--- src/rtl/eic_defines.vh ---
// constants for the external interrupt channel 3/4 configuration block
`ifndef EIC_DEFINES_VH
`define EIC_DEFINES_VH

// ==========================================================
// register offsets
`define EIC_ADDR_W        12
`define EIC_ADDR_CFG3     12'hfda
`define EIC_ADDR_CFG4     12'hfdb
`define EIC_ADDR_STATUS   12'hfdc
`define EIC_ADDR_MASK     12'hfdd

// ==========================================================
// field positions in a channel config register
`define EIC_LVL_BIT       4
`define EIC_ES_HI         3
`define EIC_ES_LO         2
`define EIC_NC_HI         1
`define EIC_NC_LO         0

// ==========================================================
// reset values
`define EIC_CFG_RESET     8'h00
`define EIC_STAT_RESET    2'h0
`define EIC_MASK_RESET    2'h0
`define EIC_ES_RESET      2'h0
`define EIC_NC_RESET      2'h0
`define EIC_LVL_RESET     1'h0

// ==========================================================
// edge select codes
`define EIC_ES_RISE       2'h0
`define EIC_ES_FALL       2'h1
`define EIC_ES_BOTH       2'h2
`define EIC_ES_HIGH       2'h3

// ==========================================================
// sample interval codes and gear and low clock divider terminal counts
`define EIC_NC_DIV1       2'h0
`define EIC_NC_DIV4       2'h1
`define EIC_NC_DIV8       2'h2
`define EIC_NC_DIV16      2'h3
`define EIC_DIV4_LAST     4'h3
`define EIC_DIV8_LAST     4'h7
`define EIC_DIV16_LAST    4'hf
`define EIC_LF_DIV_LAST   2'h3

`endif

--- src/rtl/eic_tick_gen.v ---
// gear clock divider and low-frequency clock divided by four
`timescale 1ns/1ps
`include "eic_defines.vh"

module eic_tick_gen (
  // clock and reset
  input  wire       i_sys_clk,
  input  wire       i_rst_n,
  // low-frequency clock pin
  input  wire       i_low_freq_clock,
  // divider state and slow tick
  output reg  [3:0] o_gear_cnt,
  output reg        o_slow_tick
);

  // ==========================================================
  // low-frequency clock synchroniser and edge
  reg       lf_meta_r;   // first stage
  reg       lf_sync_r;   // second stage
  reg       lf_prev_r;   // previous synced level
  reg [1:0] lf_cnt_r;    // fs edge counter

  // sync, count fs edges, pulse every fourth
  always @(posedge i_sys_clk or negedge i_rst_n) begin
    if (!i_rst_n) begin
      lf_meta_r   <= 1'b0;
      lf_sync_r   <= 1'b0;
      lf_prev_r   <= 1'b0;
      lf_cnt_r    <= 2'h0;
      o_slow_tick <= 1'b0;
      o_gear_cnt  <= 4'h0;
    end else begin
      lf_meta_r   <= i_low_freq_clock;
      lf_sync_r   <= lf_meta_r;
      lf_prev_r   <= lf_sync_r;
      o_gear_cnt  <= o_gear_cnt + 4'h1;
      o_slow_tick <= 1'b0;
      if (lf_sync_r && !lf_prev_r) begin
        // rising fs edge
        lf_cnt_r <= lf_cnt_r + 2'h1;
        if (lf_cnt_r == `EIC_LF_DIV_LAST) begin
          o_slow_tick <= 1'b1;
        end
      end
    end
  end

endmodule // eic_tick_gen

--- src/rtl/eic_noise_filter.v ---
// sampling noise canceller for one synchronised pin
`timescale 1ns/1ps
`include "eic_defines.vh"

module eic_noise_filter (
  // clock and reset
  input  wire i_sys_clk,
  input  wire i_rst_n,
  // sampling control
  input  wire i_sample_tick,
  input  wire i_low_speed,
  // synchronised pin level
  input  wire i_pin,
  // filtered level
  output reg  o_level
);

  // ==========================================================
  // sample history
  reg [2:0] hist_r;      // newest sample in bit 0
  reg [2:0] hist_nxt;    // history after this tick

  // shift a sample in on each tick, pass stable levels
  always @(posedge i_sys_clk or negedge i_rst_n) begin
    if (!i_rst_n) begin
      hist_r  <= 3'h0;
      o_level <= 1'b0;
    end else if (i_sample_tick) begin
      hist_r <= hist_nxt;
      if (i_low_speed) begin
        // two equal samples suffice
        if (hist_nxt[1] == hist_nxt[0]) begin
          o_level <= hist_nxt[0];
        end
      end else if ((hist_nxt == 3'h7) || (hist_nxt == 3'h0)) begin
        // three equal samples needed
        o_level <= hist_nxt[0];
      end
    end
  end

  // next history word
  always @* begin
    hist_nxt = {hist_r[1:0], i_pin};
  end

endmodule // eic_noise_filter

--- src/rtl/eic_top.v ---
// external interrupt channels 3 and 4: filters, edge logic, registers
//
// Operation
// lvl bit4, edge 3:2, interval 1:0, reset zero
// bits 7:5 read zero, writes ignored
// ch3: 01 falling, 10 both edges
// ch4: 00 rise, 01 fall, 10 both, 11 high
// fast modes: interval selects gear divide 1/4/8/16
// slow modes: sample at low clock over four
// captured level reloaded on every request
// software disables enable before mode change
// software waits twelve fs after slowing down
// software waits 2 gear plus 3 samples
// software disables enable before config write
// only these channels have configurable fields
// ch3: 00 rising edge, 11 reserved
// fast modes: three equal samples pass level
// slow modes: two equal samples pass level
// ch4 high mode: request each sample while high
`timescale 1ns/1ps
`include "eic_defines.vh"

module eic_top (
  // clock and reset
  input  wire                   i_sys_clk,
  input  wire                   i_nrst,
  // register port
  input  wire [`EIC_ADDR_W-1:0] i_addr,
  input  wire [7:0]             i_wdata,
  input  wire                   i_wr,
  input  wire                   i_rd,
  output reg  [7:0]             o_rdata,
  // operating mode, high in slow or sleep
  input  wire                   i_low_speed_mode,
  // pins and low-frequency clock
  input  wire                   i_chan3_pin,
  input  wire                   i_chan4_pin,
  input  wire                   i_low_freq_clock,
  // request pulses to the interrupt latch
  output reg                    o_chan3_req,
  output reg                    o_chan4_req,
  // level interrupt
  output reg                    o_irq
);

  // ==========================================================
  // reset release
  // assert at once, release only on a clock edge, so no flop
  // leaves reset in a different cycle from its neighbours
  reg rst_meta_r;   // first release stage
  reg rst_n_r;      // reset used by the design

  // two flops release the asynchronous reset
  always @(posedge i_sys_clk or negedge i_nrst) begin
    if (!i_nrst) begin
      rst_meta_r <= 1'b0;
      rst_n_r    <= 1'b0;
    end else begin
      rst_meta_r <= 1'b1;
      rst_n_r    <= rst_meta_r;
    end
  end

  // ==========================================================
  // pin synchronisers
  // pins are board signals with no timing to this clock;
  // the first stage may go metastable, only stage two is read
  reg [1:0] pin_meta_r;   // first stage, ch4 in bit 1
  reg [1:0] pin_sync_r;   // second stage

  // two flops before any logic sees the pins
  always @(posedge i_sys_clk or negedge rst_n_r) begin
    if (!rst_n_r) begin
      pin_meta_r <= 2'h0;
      pin_sync_r <= 2'h0;
    end else begin
      pin_meta_r <= {i_chan4_pin, i_chan3_pin};
      pin_sync_r <= pin_meta_r;
    end
  end

  // ==========================================================
  // config and interrupt registers
  reg [1:0] es3_r;     // chan3_edge_select
  reg [1:0] nc3_r;     // chan3_sample_interval
  reg       lvl3_r;    // chan3_captured_level
  reg [1:0] es4_r;     // chan4_edge_select
  reg [1:0] nc4_r;     // chan4_sample_interval
  reg       lvl4_r;    // chan4_captured_level
  reg [1:0] stat_r;    // sticky request status
  reg [1:0] mask_r;    // interrupt mask

  // ==========================================================
  // sample timing
  wire [3:0] gear_cnt;    // free gear divider
  wire       slow_tick;   // low clock over four

  // shared divider for both channels
  // one divider keeps the ticks of both channels aligned
  eic_tick_gen u_tick (
    .i_sys_clk        (i_sys_clk),
    .i_rst_n          (rst_n_r),
    .i_low_freq_clock (i_low_freq_clock),
    .o_gear_cnt       (gear_cnt),
    .o_slow_tick      (slow_tick)
  );

  // pick the sample tick for one channel
  // fast modes: low counter bits all ones mark a tick
  // slow modes: one tick per four low clock rising edges
  function sel_tick;
    input [1:0] nc;
    input [3:0] cnt;
    input       low;
    input       stick;
    begin
      if (low) begin
        // interval code ignored
        sel_tick = stick;
      end else begin
        case (nc)
          `EIC_NC_DIV1:  sel_tick = 1'b1;
          `EIC_NC_DIV4:  sel_tick = ({2'h0, cnt[1:0]} == `EIC_DIV4_LAST);
          `EIC_NC_DIV8:  sel_tick = ({1'h0, cnt[2:0]} == `EIC_DIV8_LAST);
          `EIC_NC_DIV16: sel_tick = (cnt == `EIC_DIV16_LAST);
          default:       sel_tick = 1'b0;
        endcase
      end
    end
  endfunction

  wire tick3;   // ch3 sample tick
  wire tick4;   // ch4 sample tick

  assign tick3 = sel_tick(nc3_r, gear_cnt, i_low_speed_mode, slow_tick);
  assign tick4 = sel_tick(nc4_r, gear_cnt, i_low_speed_mode, slow_tick);

  // ==========================================================
  // noise cancellers
  wire lev3;   // ch3 filtered level
  wire lev4;   // ch4 filtered level

  // each filter has its own tick, the mode is shared
  // channel 3 filter
  eic_noise_filter u_filt3 (
    .i_sys_clk     (i_sys_clk),
    .i_rst_n       (rst_n_r),
    .i_sample_tick (tick3),
    .i_low_speed   (i_low_speed_mode),
    .i_pin         (pin_sync_r[0]),
    .o_level       (lev3)
  );

  // channel 4 filter
  eic_noise_filter u_filt4 (
    .i_sys_clk     (i_sys_clk),
    .i_rst_n       (rst_n_r),
    .i_sample_tick (tick4),
    .i_low_speed   (i_low_speed_mode),
    .i_pin         (pin_sync_r[1]),
    .o_level       (lev4)
  );

  // ==========================================================
  // edge detection
  reg  prev3_r;   // ch3 last filtered level
  reg  prev4_r;   // ch4 last filtered level

  // prev flops reset low like the filter output, so an
  // idle low pin gives no false edge after reset
  // remember filtered levels
  always @(posedge i_sys_clk or negedge rst_n_r) begin
    if (!rst_n_r) begin
      prev3_r <= 1'b0;
      prev4_r <= 1'b0;
    end else begin
      prev3_r <= lev3;
      prev4_r <= lev4;
    end
  end

  // edge condition shared by both channels
  function edge_hit;
    input [1:0] es;
    input       cur;
    input       prev;
    begin
      case (es)
        `EIC_ES_RISE: edge_hit = cur & ~prev;
        `EIC_ES_FALL: edge_hit = ~cur & prev;
        `EIC_ES_BOTH: edge_hit = cur ^ prev;
        default:      edge_hit = 1'b0;
      endcase
    end
  endfunction

  reg req3_nxt;   // ch3 request this cycle
  reg req4_nxt;   // ch4 request this cycle

  // request conditions
  // ch4 high mode follows the tick, not an edge, so a held
  // level requests once per sample interval
  always @* begin
    // ch3: code 11 reserved, never requests
    req3_nxt = edge_hit(es3_r, lev3, prev3_r);
    if (es4_r == `EIC_ES_HIGH) begin
      // repeat on every sample while high
      req4_nxt = tick4 & lev4;
    end else begin
      req4_nxt = edge_hit(es4_r, lev4, prev4_r);
    end
  end

  // ==========================================================
  // register port decode
  // only channels 3 and 4 carry config fields here; the
  // fixed channels have nothing to configure and are not mapped
  wire wr3;    // write to ext_irq3_config
  wire wr4;    // write to ext_irq4_config
  wire wrst;   // write to status
  wire wrmk;   // write to mask

  assign wr3  = i_wr && (i_addr == `EIC_ADDR_CFG3);
  assign wr4  = i_wr && (i_addr == `EIC_ADDR_CFG4);
  assign wrst = i_wr && (i_addr == `EIC_ADDR_STATUS);
  assign wrmk = i_wr && (i_addr == `EIC_ADDR_MASK);

  // writable config fields, upper bits dropped
  always @(posedge i_sys_clk or negedge rst_n_r) begin
    if (!rst_n_r) begin
      es3_r <= `EIC_ES_RESET;
      nc3_r <= `EIC_NC_RESET;
      es4_r <= `EIC_ES_RESET;
      nc4_r <= `EIC_NC_RESET;
    end else begin
      if (wr3) begin
        // bits 7:5 and 4 not stored
        es3_r <= i_wdata[`EIC_ES_HI:`EIC_ES_LO];
        nc3_r <= i_wdata[`EIC_NC_HI:`EIC_NC_LO];
      end
      if (wr4) begin
        // same layout as channel 3
        es4_r <= i_wdata[`EIC_ES_HI:`EIC_ES_LO];
        nc4_r <= i_wdata[`EIC_NC_HI:`EIC_NC_LO];
      end
    end
  end

  // captured levels, read only
  // loaded at the status edge, so a read after the interrupt
  // shows the level that caused it
  always @(posedge i_sys_clk or negedge rst_n_r) begin
    if (!rst_n_r) begin
      lvl3_r <= `EIC_LVL_RESET;
      lvl4_r <= `EIC_LVL_RESET;
    end else begin
      if (req3_nxt) begin
        // channel 3 request this cycle
        lvl3_r <= lev3;
      end
      if (req4_nxt) begin
        // channel 4 request this cycle
        lvl4_r <= lev4;
      end
    end
  end

  // ==========================================================
  // sticky status and mask
  reg [1:0] stat_nxt;   // status after set and clear

  // write one clears, a new request wins
  // so an event that meets its own clear is never lost
  always @* begin
    stat_nxt = stat_r;
    if (wrst) begin
      stat_nxt = stat_r & ~i_wdata[1:0];
    end
    stat_nxt = stat_nxt | {req4_nxt, req3_nxt};
  end

  // status, mask, request and interrupt flops
  always @(posedge i_sys_clk or negedge rst_n_r) begin
    if (!rst_n_r) begin
      stat_r      <= `EIC_STAT_RESET;
      mask_r      <= `EIC_MASK_RESET;
      o_chan3_req <= 1'b0;
      o_chan4_req <= 1'b0;
      o_irq       <= 1'b0;
    end else begin
      stat_r      <= stat_nxt;
      if (wrmk) begin
        // plain read-write mask
        mask_r <= i_wdata[1:0];
      end
      o_chan3_req <= req3_nxt;
      o_chan4_req <= req4_nxt;
      // level, follows status and mask
      // a mask written this cycle already counts
      o_irq       <= |(stat_nxt & (wrmk ? i_wdata[1:0] : mask_r));
    end
  end

  // ==========================================================
  // read data
  reg [7:0] rd_nxt;   // selected read word

  // unmapped addresses read zero
  always @* begin
    rd_nxt = 8'h00;
    case (i_addr)
      `EIC_ADDR_CFG3: begin
        // upper bits stay zero
        rd_nxt = {3'h0, lvl3_r, es3_r, nc3_r};
      end
      `EIC_ADDR_CFG4: begin
        rd_nxt = {3'h0, lvl4_r, es4_r, nc4_r};
      end
      `EIC_ADDR_STATUS: begin
        rd_nxt = {6'h00, stat_r};
      end
      `EIC_ADDR_MASK: begin
        rd_nxt = {6'h00, mask_r};
      end
      default: begin
        // unmapped, fixed channels included
        rd_nxt = 8'h00;
      end
    endcase
  end

  // read data for one cycle after the strobe
  // zero otherwise, keeping the bus quiet between reads
  always @(posedge i_sys_clk or negedge rst_n_r) begin
    if (!rst_n_r) begin
      o_rdata <= 8'h00;
    end else if (i_rd) begin
      // strobe seen, present the word
      o_rdata <= rd_nxt;
    end else begin
      // no strobe, drive zero
      o_rdata <= 8'h00;
    end
  end

endmodule // eic_top

--- config.mk ---
export PLATFORM = sky130hd
export DESIGN_NAME = eic_top
export DESIGN_NICKNAME = d
export VERILOG_FILES = /design/src/rtl/eic_tick_gen.v /design/src/rtl/eic_noise_filter.v /design/src/rtl/eic_top.v
export VERILOG_INCLUDE_DIRS = /design/src /design/src/rtl
export SDC_FILE = /design/constraint.sdc
export NUM_CORES = 1
export LEC_CHECK = 0
export BUFFER_PORTS_ARGS = -buffer_cell sky130_fd_sc_hd__buf_2
export CAP_MARGIN = 10
export CORE_ASPECT_RATIO = 0.75
export CORE_MARGIN = 4
export CORE_UTILIZATION = 51
export CTS_BUF_LIST = sky130_fd_sc_hd__clkbuf_4 sky130_fd_sc_hd__clkbuf_8
export DETAILED_ROUTE_END_ITERATION = 10
export HOLD_SLACK_MARGIN = 0.1
export PLACE_DENSITY_LB_ADDON = 0.1
export SETUP_SLACK_MARGIN = 0.3
export SLEW_MARGIN = 30
export SYNTH_ARGS = -nofsm -noshare
export SYNTH_HDL_FRONTEND = slang
export SYNTH_HIERARCHICAL = 1
export SYNTH_SLANG_ARGS = --single-unit
--- constraint.sdc ---
create_clock -name i_sys_clk -period 1.3 [get_ports i_sys_clk]
set_input_delay 0.065 -clock i_sys_clk [delete_from_list [all_inputs] [get_ports i_sys_clk]]
set_output_delay 0.065 -clock i_sys_clk [all_outputs]
set_load 0.005 [all_outputs]
==> results of run 1 <==
## sequential cells by signal, summed over array words and instances (netlist names), 2 cells and up
register	count
pin_meta_r	2
es4_r	2
stat_r	2
nc4_r	2
mask_r	2
nc3_r	2
u_filt4/hist_r	2
u_tick/o_gear_cnt	4
es3_r	2
o_rdata	5
pin_sync_r	2
u_tick/lf_cnt_r	2
u_filt3/hist_r	2
## cell usage in the layout, fill, tap and decap left out, types with 3 or more instances in the layout
cell and n:
mux2i_1 7, inv_1 13, buf_2 27, nand3_1 5, buf_6 15, mux2_4 17
clkbuf_8 6, nand2_1 5, buf_4 31, ha_1 9, dlygate4sd3_1 10, conb_1 4
nand2_2 5, dfrtp_1 45, nor2_1 3, o21ai_2 3
## final cells by class
cell class	count	area, µm²	area share, %
tap	52	65.1	2.16
clock buffer	6	82.6	2.74
clock inverter	1	30.0	0.995
sequential	46	1150	38.2
multi-input combinational	96	981	32.5
timing repair buffer	84	657	21.8
inverter	13	48.8	1.62
## cells in the mapped netlist
master    count
a21boi_0      1
a21o_1        2
a221o_1       1
a22o_1        1
and2_2        1
and3_1        2
buf_4         4
conb_1        2
dfrtp_1      46
ha_1         10
inv_1        13
mux2_1        4
mux2_2       11
mux2_4        4
mux2i_1       8
mux4_2        1
nand2_1      10
nand2b_1      2
nand3_1       7
nand3_2       1
nand3b_1      2
nand4_2       1
nor2_1        3
nor2b_1       2
nor2b_4       1
nor3_1        1
nor4_2        1
nor4_4        1
o211ai_1      1
o211ai_2      2
o21ai_0       1
o21ai_1       3
o22ai_1       2
o32a_1        1
or2_2         1
xnor2_1       1
xor2_1        2
## critical path: cells and delay by family (launching register included)
family | cells | cell delay (ps)
AO/OA/AOI/OAI | 3 | 420
flip-flops | 1 | 380
buffers and inverters | 3 | 350
multiplexers | 1 | 230
adder cells (fa/ha/maj) | 1 | 190
## worst max-delay path by stage
| stage | cells past startpoint | endpoint | slack (ps) |
|---|---|---|---|
| floorplan | 5 | lvl4_r | -390 |
| finish | 8 | o_irq | -380 |
| CTS | 8 | o_irq | -350 |
| global route | 7 | o_irq | -420 |
| global placement | 5 | lvl4_r | -370 |
| detailed placement | 5 | lvl4_r | -410 |
## cell families (layout without fill, tap and decap cells)
logic type	Yosys count	after routing	share of synthesized area, %
AND/OR/NAND/NOR	36	36	10.9
multiplexers	28	28	16.1
XOR/XNOR	3	3	1.27
AO/OA/AOI/OAI	15	15	5.64
flip-flops	46	46	55.8
adder cells (fa/ha/maj)	10	10	6.07
other	2	4	0.364
buffers and inverters	17	104	3.82
## per-layer routing
layer	vias to the layer above	GRT usage, %	wire length [µm]
li1	715	-	-
met1	749	25.2	2050
met2	24	32.5	2400
met3	9	4.84	176
met4	0	8.02	87
met5	-	0	0
## repair_timing
action                                 in CTS  in global routing
hold buffers                               10                  0
endpoints found under the hold margin      19                  0
resized for setup                          23                 16
pin swaps                                   6                  8
setup endpoints to repair                  26                 25
setup buffers                               6                  5
## per-stage QoR
stage / cells / worst slack [ps] / util [%] / setup TNS [ps]
after CTS: 293 / -355 / 77.0 / -2280
after floorplan: 159 / -385 / - / -1320
after detailed placement: 270 / -407 / 67.7 / -3030
after global routing: 298 / -421 / 79.8 / -3590
final: 298 / -380 / 79.8 / -2660
after global placement: 270 / -374 / 67.7 / -2600
## power groups by stage
stage | Clock (W) | Sequential (W) | Combinational (W)
after floorplan | 0 | 0.00172 | 0.000359
after CTS | 0.00109 | 0.00170 | 0.000789
after detailed placement | 0 | 0.00173 | 0.000626
after global placement | 0 | 0.00172 | 0.000592
after global routing | 0.00116 | 0.00172 | 0.000949
final | 0.00107 | 0.00170 | 0.000855
==> metrics.csv, run 1 <==
stage,metric,value,unit
run_status,status,"finished, violations left",
run_status,failing checks,setup timing,
sta,Max Fclk,595,MHz
clock_network,clock sinks,46,
sta,slack of the critical path,-380,ps
synthesis,"top cells by area, synth","dfrtp_1 (56%), ha_1 (6.1%), mux2_2 (6.0%)",
critical_path,flop2flop setup slack,-380,ps
synthesis,sequential area share after synthesis,55.8,%
clock_network,Worst-Skew Late Latency,290,ps
clock_network,maximum clock insertion buffer count,2,
drt,via count,1497,
placement,IO buf count,31,
clock_network,"Reg clk slew, reported paths",80,ps
critical_path,max incr delay on CP,380,ps
synthesis,Mapped Area,2060,µm²
drt,initial DRC count,63,
finish,"Area growth, synth to finish",46.3,%
global_routing,global-route wire length before repair,7690,µm
finish,"Design Area, Final",3020,µm²
power_and_ir_drop,Sw Share,24.7,%
sta,Final Skew,3.75,ps
global_routing,initial antenna violation count,0,
floorplan,die area,5130,µm²
global_routing,pin count of the biggest net entering global routing,45,
synthesis,Avg Inst Size Synth,13.1,µm²
critical_path,Worst setup EP type,flop,
synthesis,Syn Inst Count,157,
clock_network,Inserted Clock Buffers,5,
critical_path,reg2reg path depth,8,
critical_path,crit start category,flop,
floorplan,die height,63.1,µm
power_and_ir_drop,overall power,0.00363,W
sta,Tmin final,1680,ps
sta,Final Hold Fails,0,
power_and_ir_drop,Internal Power,0.00273,W
clock_network,TritonCTS clock tree,built,
floorplan,# IOs,39,
power_and_ir_drop,peak supply drop,842,µV
critical_path,CP max FO,4,
job,MaxCap Viol Count,0,
placement,dpl hpwl,3220,µm
global_routing,vias in the first global route,1614,
power_and_ir_drop,Sw Pwr,0.000897,W
drt,DRC Markers,0,
finish,ratio of cells with drive above 1 in the final layout,50.8,%
sta,fin. max-slew vios,0,
synthesis,Seq cells post-synth,46,
synthesis,Yosys cell types,37,
sta,setup repair after global routing missed its margin,yes,
drt,DRT antenna net count,0,
drt,Via density,5.02,
critical_path,CP dominant cell by count,buf_4,
power_and_ir_drop,Leak,1.55,nW
sta,final setup fails,13,
worst_hold_path,HP Start,i_wdata[0],
power_and_ir_drop,pwr/cell area,1200,nW/µm²
synthesis,cell taking the most area after synthesis,dfrtp_1,
drt,Routed WL per cell,15.8,µm
synthesis,Synth top area share,55.8,%
sta,final worst path period share,129,%
clock_network,Root Driver,clkbuf_8,
floorplan,row count,19,
power_and_ir_drop,clock power share,29.6,%
power_and_ir_drop,Reg power frac,46.9,%
global_routing,GRT Residual Overflow,0,
power_and_ir_drop,power share of the combinational group,23.6,%
floorplan,Starting Density,54.6,%
critical_path,WS Path Type,reg2reg,
critical_path,Crit path arrival time,1870,ps
critical_path,crit path cell chain,"buf_4, ha_1, inv_1, mux4_2, o21ai_2, buf_4, a21o_1, a22o_1",
finish,Filler cells,222,
critical_path,Critical R2R Launch,u_filt4/o_level,
drt,Detailed Route WL,4710,µm
drt,DR pass1 iterations,4,
synthesis,synth warn,6,
finish,Layout Nets,284,
critical_path,Worst Path Required,1490,ps
worst_hold_path,Hold Crit Class,in2reg,
finish,ant diodes,0,
placement,Placed Area,2560,µm²
clock_network,htree depth,2,
critical_path,crit path from,u_filt4/o_level,
critical_path,FF-to-FF End,o_irq,
global_routing,Tot GR Track Use,19.9,%
placement,gpl congestion,0.801,
critical_path,Crit-path slowest cell,dfrtp_1,
floorplan,CORE AREA,3780,µm²
floorplan,Die W,81.4,µm
sta,Hold Slack,159,ps
worst_hold_path,Min-Delay Endpoint,mask_r[0],
worst_hold_path,Worst Hold Depth,3,
Note: power is estimated with default switching activity, not from simulation.
==> run 2: changes to the inputs <==
Settings changed: GPL_TIMING_DRIVEN from default to 0.
==> metrics.csv, run 2 (synthesis gave the netlist of run 1 again) <==
stage,metric,value,unit,change
finish,most frequent cells in the layout,"dfrtp_1 (42), buf_2 (29), buf_4 (15), mux2_4 (15)",,
finish,Top reg by flops,o_rdata,,
run_status,status,"finished, violations left",,
critical_path,Crit path arrival time,1900,ps,+30 ps
run_status,failing checks,setup timing,,
drt,DRT antenna net count,0,,unchanged
global_routing,pin count of the biggest net entering global routing,45,,unchanged
sta,Tmin final,1720,ps,+35.8 ps
power_and_ir_drop,peak supply drop,893,µV,+6.1%
sta,fin. max-slew vios,0,,unchanged
global_routing,Tot GR Track Use,17.6,%,-2.3 points
sta,relative slew slack,63.4,%,
drt,Routed WL per cell,14.7,µm,-7.3%
sta,Hold Slack,117,ps,-41.8 ps
drt,DR pass1 iterations,4,,unchanged
finish,non-filler instance count after layout,279,,-6.4%
placement,dpl cells,241,,-11%
sta,final worst path period share,132,%,+2.8 points
sta,slack of the critical path,-416,ps,-35.8 ps
floorplan,die height,63.1,µm,unchanged
clock_network,Inserted Clock Buffers,5,,unchanged
critical_path,Worst Path Required,1480,ps,about the same
global_routing,global-route wire length before repair,6800,µm,-12%
finish,ant diodes,0,,unchanged
finish,post-route core utilization,74.9,%,-4.9 points
drt,Via density,5.00,,-0.40%
clock_network,htree depth,2,,unchanged
clock_network,maximum clock insertion buffer count,2,,unchanged
drt,initial DRC count,64,,+1.6%
drt,via count,1396,,-6.7%
global_routing,initial antenna violation count,0,,unchanged
sta,final setup fails,11,,-2
sta,Final Skew,3.62,ps,-0.127 ps
power_and_ir_drop,Leak,1.43,nW,-7.4%
finish,"Area growth, synth to finish",37.3,%,
critical_path,WS Path Type,reg2reg,,
floorplan,CORE AREA,3780,µm²,unchanged
sta,Least-Margin Pin Slew,548,ps,
sta,Final Hold Fails,0,,unchanged
critical_path,CP max FO,5,,+1
finish,top flop regs,"o_rdata (5), u_tick/o_gear_cnt (4)",,
placement,gpl congestion,0.783,,-2.2%
finish,ratio of cells with drive above 1 in the final layout,48.5,%,-2.4 points
global_routing,vias in the first global route,1501,,-7.0%
floorplan,# IOs,39,,unchanged
drt,DRC Markers,0,,unchanged
placement,dpl hpwl,2680,µm,-17%
finish,"commonest non-fill, non-tap cell in the layout",dfrtp_1,,
drt,Detailed Route WL,4090,µm,-13%
clock_network,Root Driver,clkbuf_8,,
finish,Layout Nets,264,,-7.0%
clock_network,Worst-Skew Late Latency,290,ps,about the same
floorplan,Die W,81.4,µm,unchanged
floorplan,die area,5130,µm²,unchanged
job,MaxCap Viol Count,0,,unchanged
sta,setup repair after global routing missed its margin,yes,,
worst_hold_path,Hold Crit Class,in2reg,,
critical_path,Worst setup EP type,flop,,
finish,Filler cells,230,,+3.6%
clock_network,"Reg clk slew, reported paths",80,ps,about the same
clock_network,clock sinks,46,,unchanged
placement,IO buf count,30,,-3.2%
sta,Max Fclk,583,MHz,-2.1%
finish,max reg flops,5,,unchanged
critical_path,crit start category,flop,,
power_and_ir_drop,pwr/cell area,1190,nW/µm²,-1.4%
clock_network,TritonCTS clock tree,built,,
floorplan,row count,19,,unchanged
floorplan,Starting Density,54.6,%,unchanged
global_routing,GRT Residual Overflow,0,,unchanged
==> run 2: metal layers <==
layer | part of all wire (%) | track usage, % | vias up
met4 | 3.0 | 8.44 | 0
li1 | - | - | 671
met5 | 0 | 0 | -
met3 | 3.6 | 4.42 | 12
met2 | 50 | 28.3 | 23
met1 | 44 | 22.0 | 690
==> run 2: final cells by class <==
type / instances / area [µm²] / area share (%)
repair buffers: 60 / 440 / 15.6
flip-flops and latches: 46 / 1160 / 40.9
inverters: 13 / 48.8 / 1.72
plain buffers: 4 / 30.0 / 1.06
clock buffers: 7 / 90.1 / 3.18
clock inverters: 1 / 5.00 / 0.177
well taps: 52 / 65.1 / 2.30
multi-input cells: 96 / 993 / 35.1
==> run 2: final timing paths <==
path | startpoint | endpoint | slack (ps) | cells after the start
min | i_wdata[0] | stat_r[0] | 120 | 3
max reg2reg | u_filt4/o_level | lvl4_r | -420 | 5
min reg2reg | rst_n_r | pin_meta_r[1] | 320 | 0
min in group asynchronous | rst_n_r | pin_meta_r[1] | 320 | 0
max | u_filt4/o_level | lvl4_r | -420 | 5
max in group asynchronous | i_nrst | rst_n_r | 540 | 3
==> run 2: through the flow <==
step	worst slack [ps]	total power, W	area, µm²	setup TNS [ps]
finish	-416	0.00336	2830	-2340
detailed placement	-512	0.00225	2330	-2530
global placement	-474	0.00221	2330	-2280
floorplan	-385	0.00208	2120	-1320
CTS	-415	0.00333	2740	-2100
global route	-453	0.00354	2830	-2950
==> run 2: power breakdown <==
part / internal (W) / switching, W
registers: 0.00159 / 0.000152
clock network: 0.000449 / 0.000439
logic: 0.000450 / 0.000272
==> run 2: repair_timing <==
item,4_1_cts,5_1_grt
pin swaps,8,9
resized for setup,25,14
setup endpoints to repair,59,24
hold buffers,10,0
endpoints found under the hold margin,20,0
buffers inserted,14,6
==> run 2: worst max-delay path, stage by stage (launching register included) <==
cell and delay, ps:
dfrtp_2 450, inv_2 70, ha_4 180, mux4_2 480
o21ai_4 100, mux2_4 310
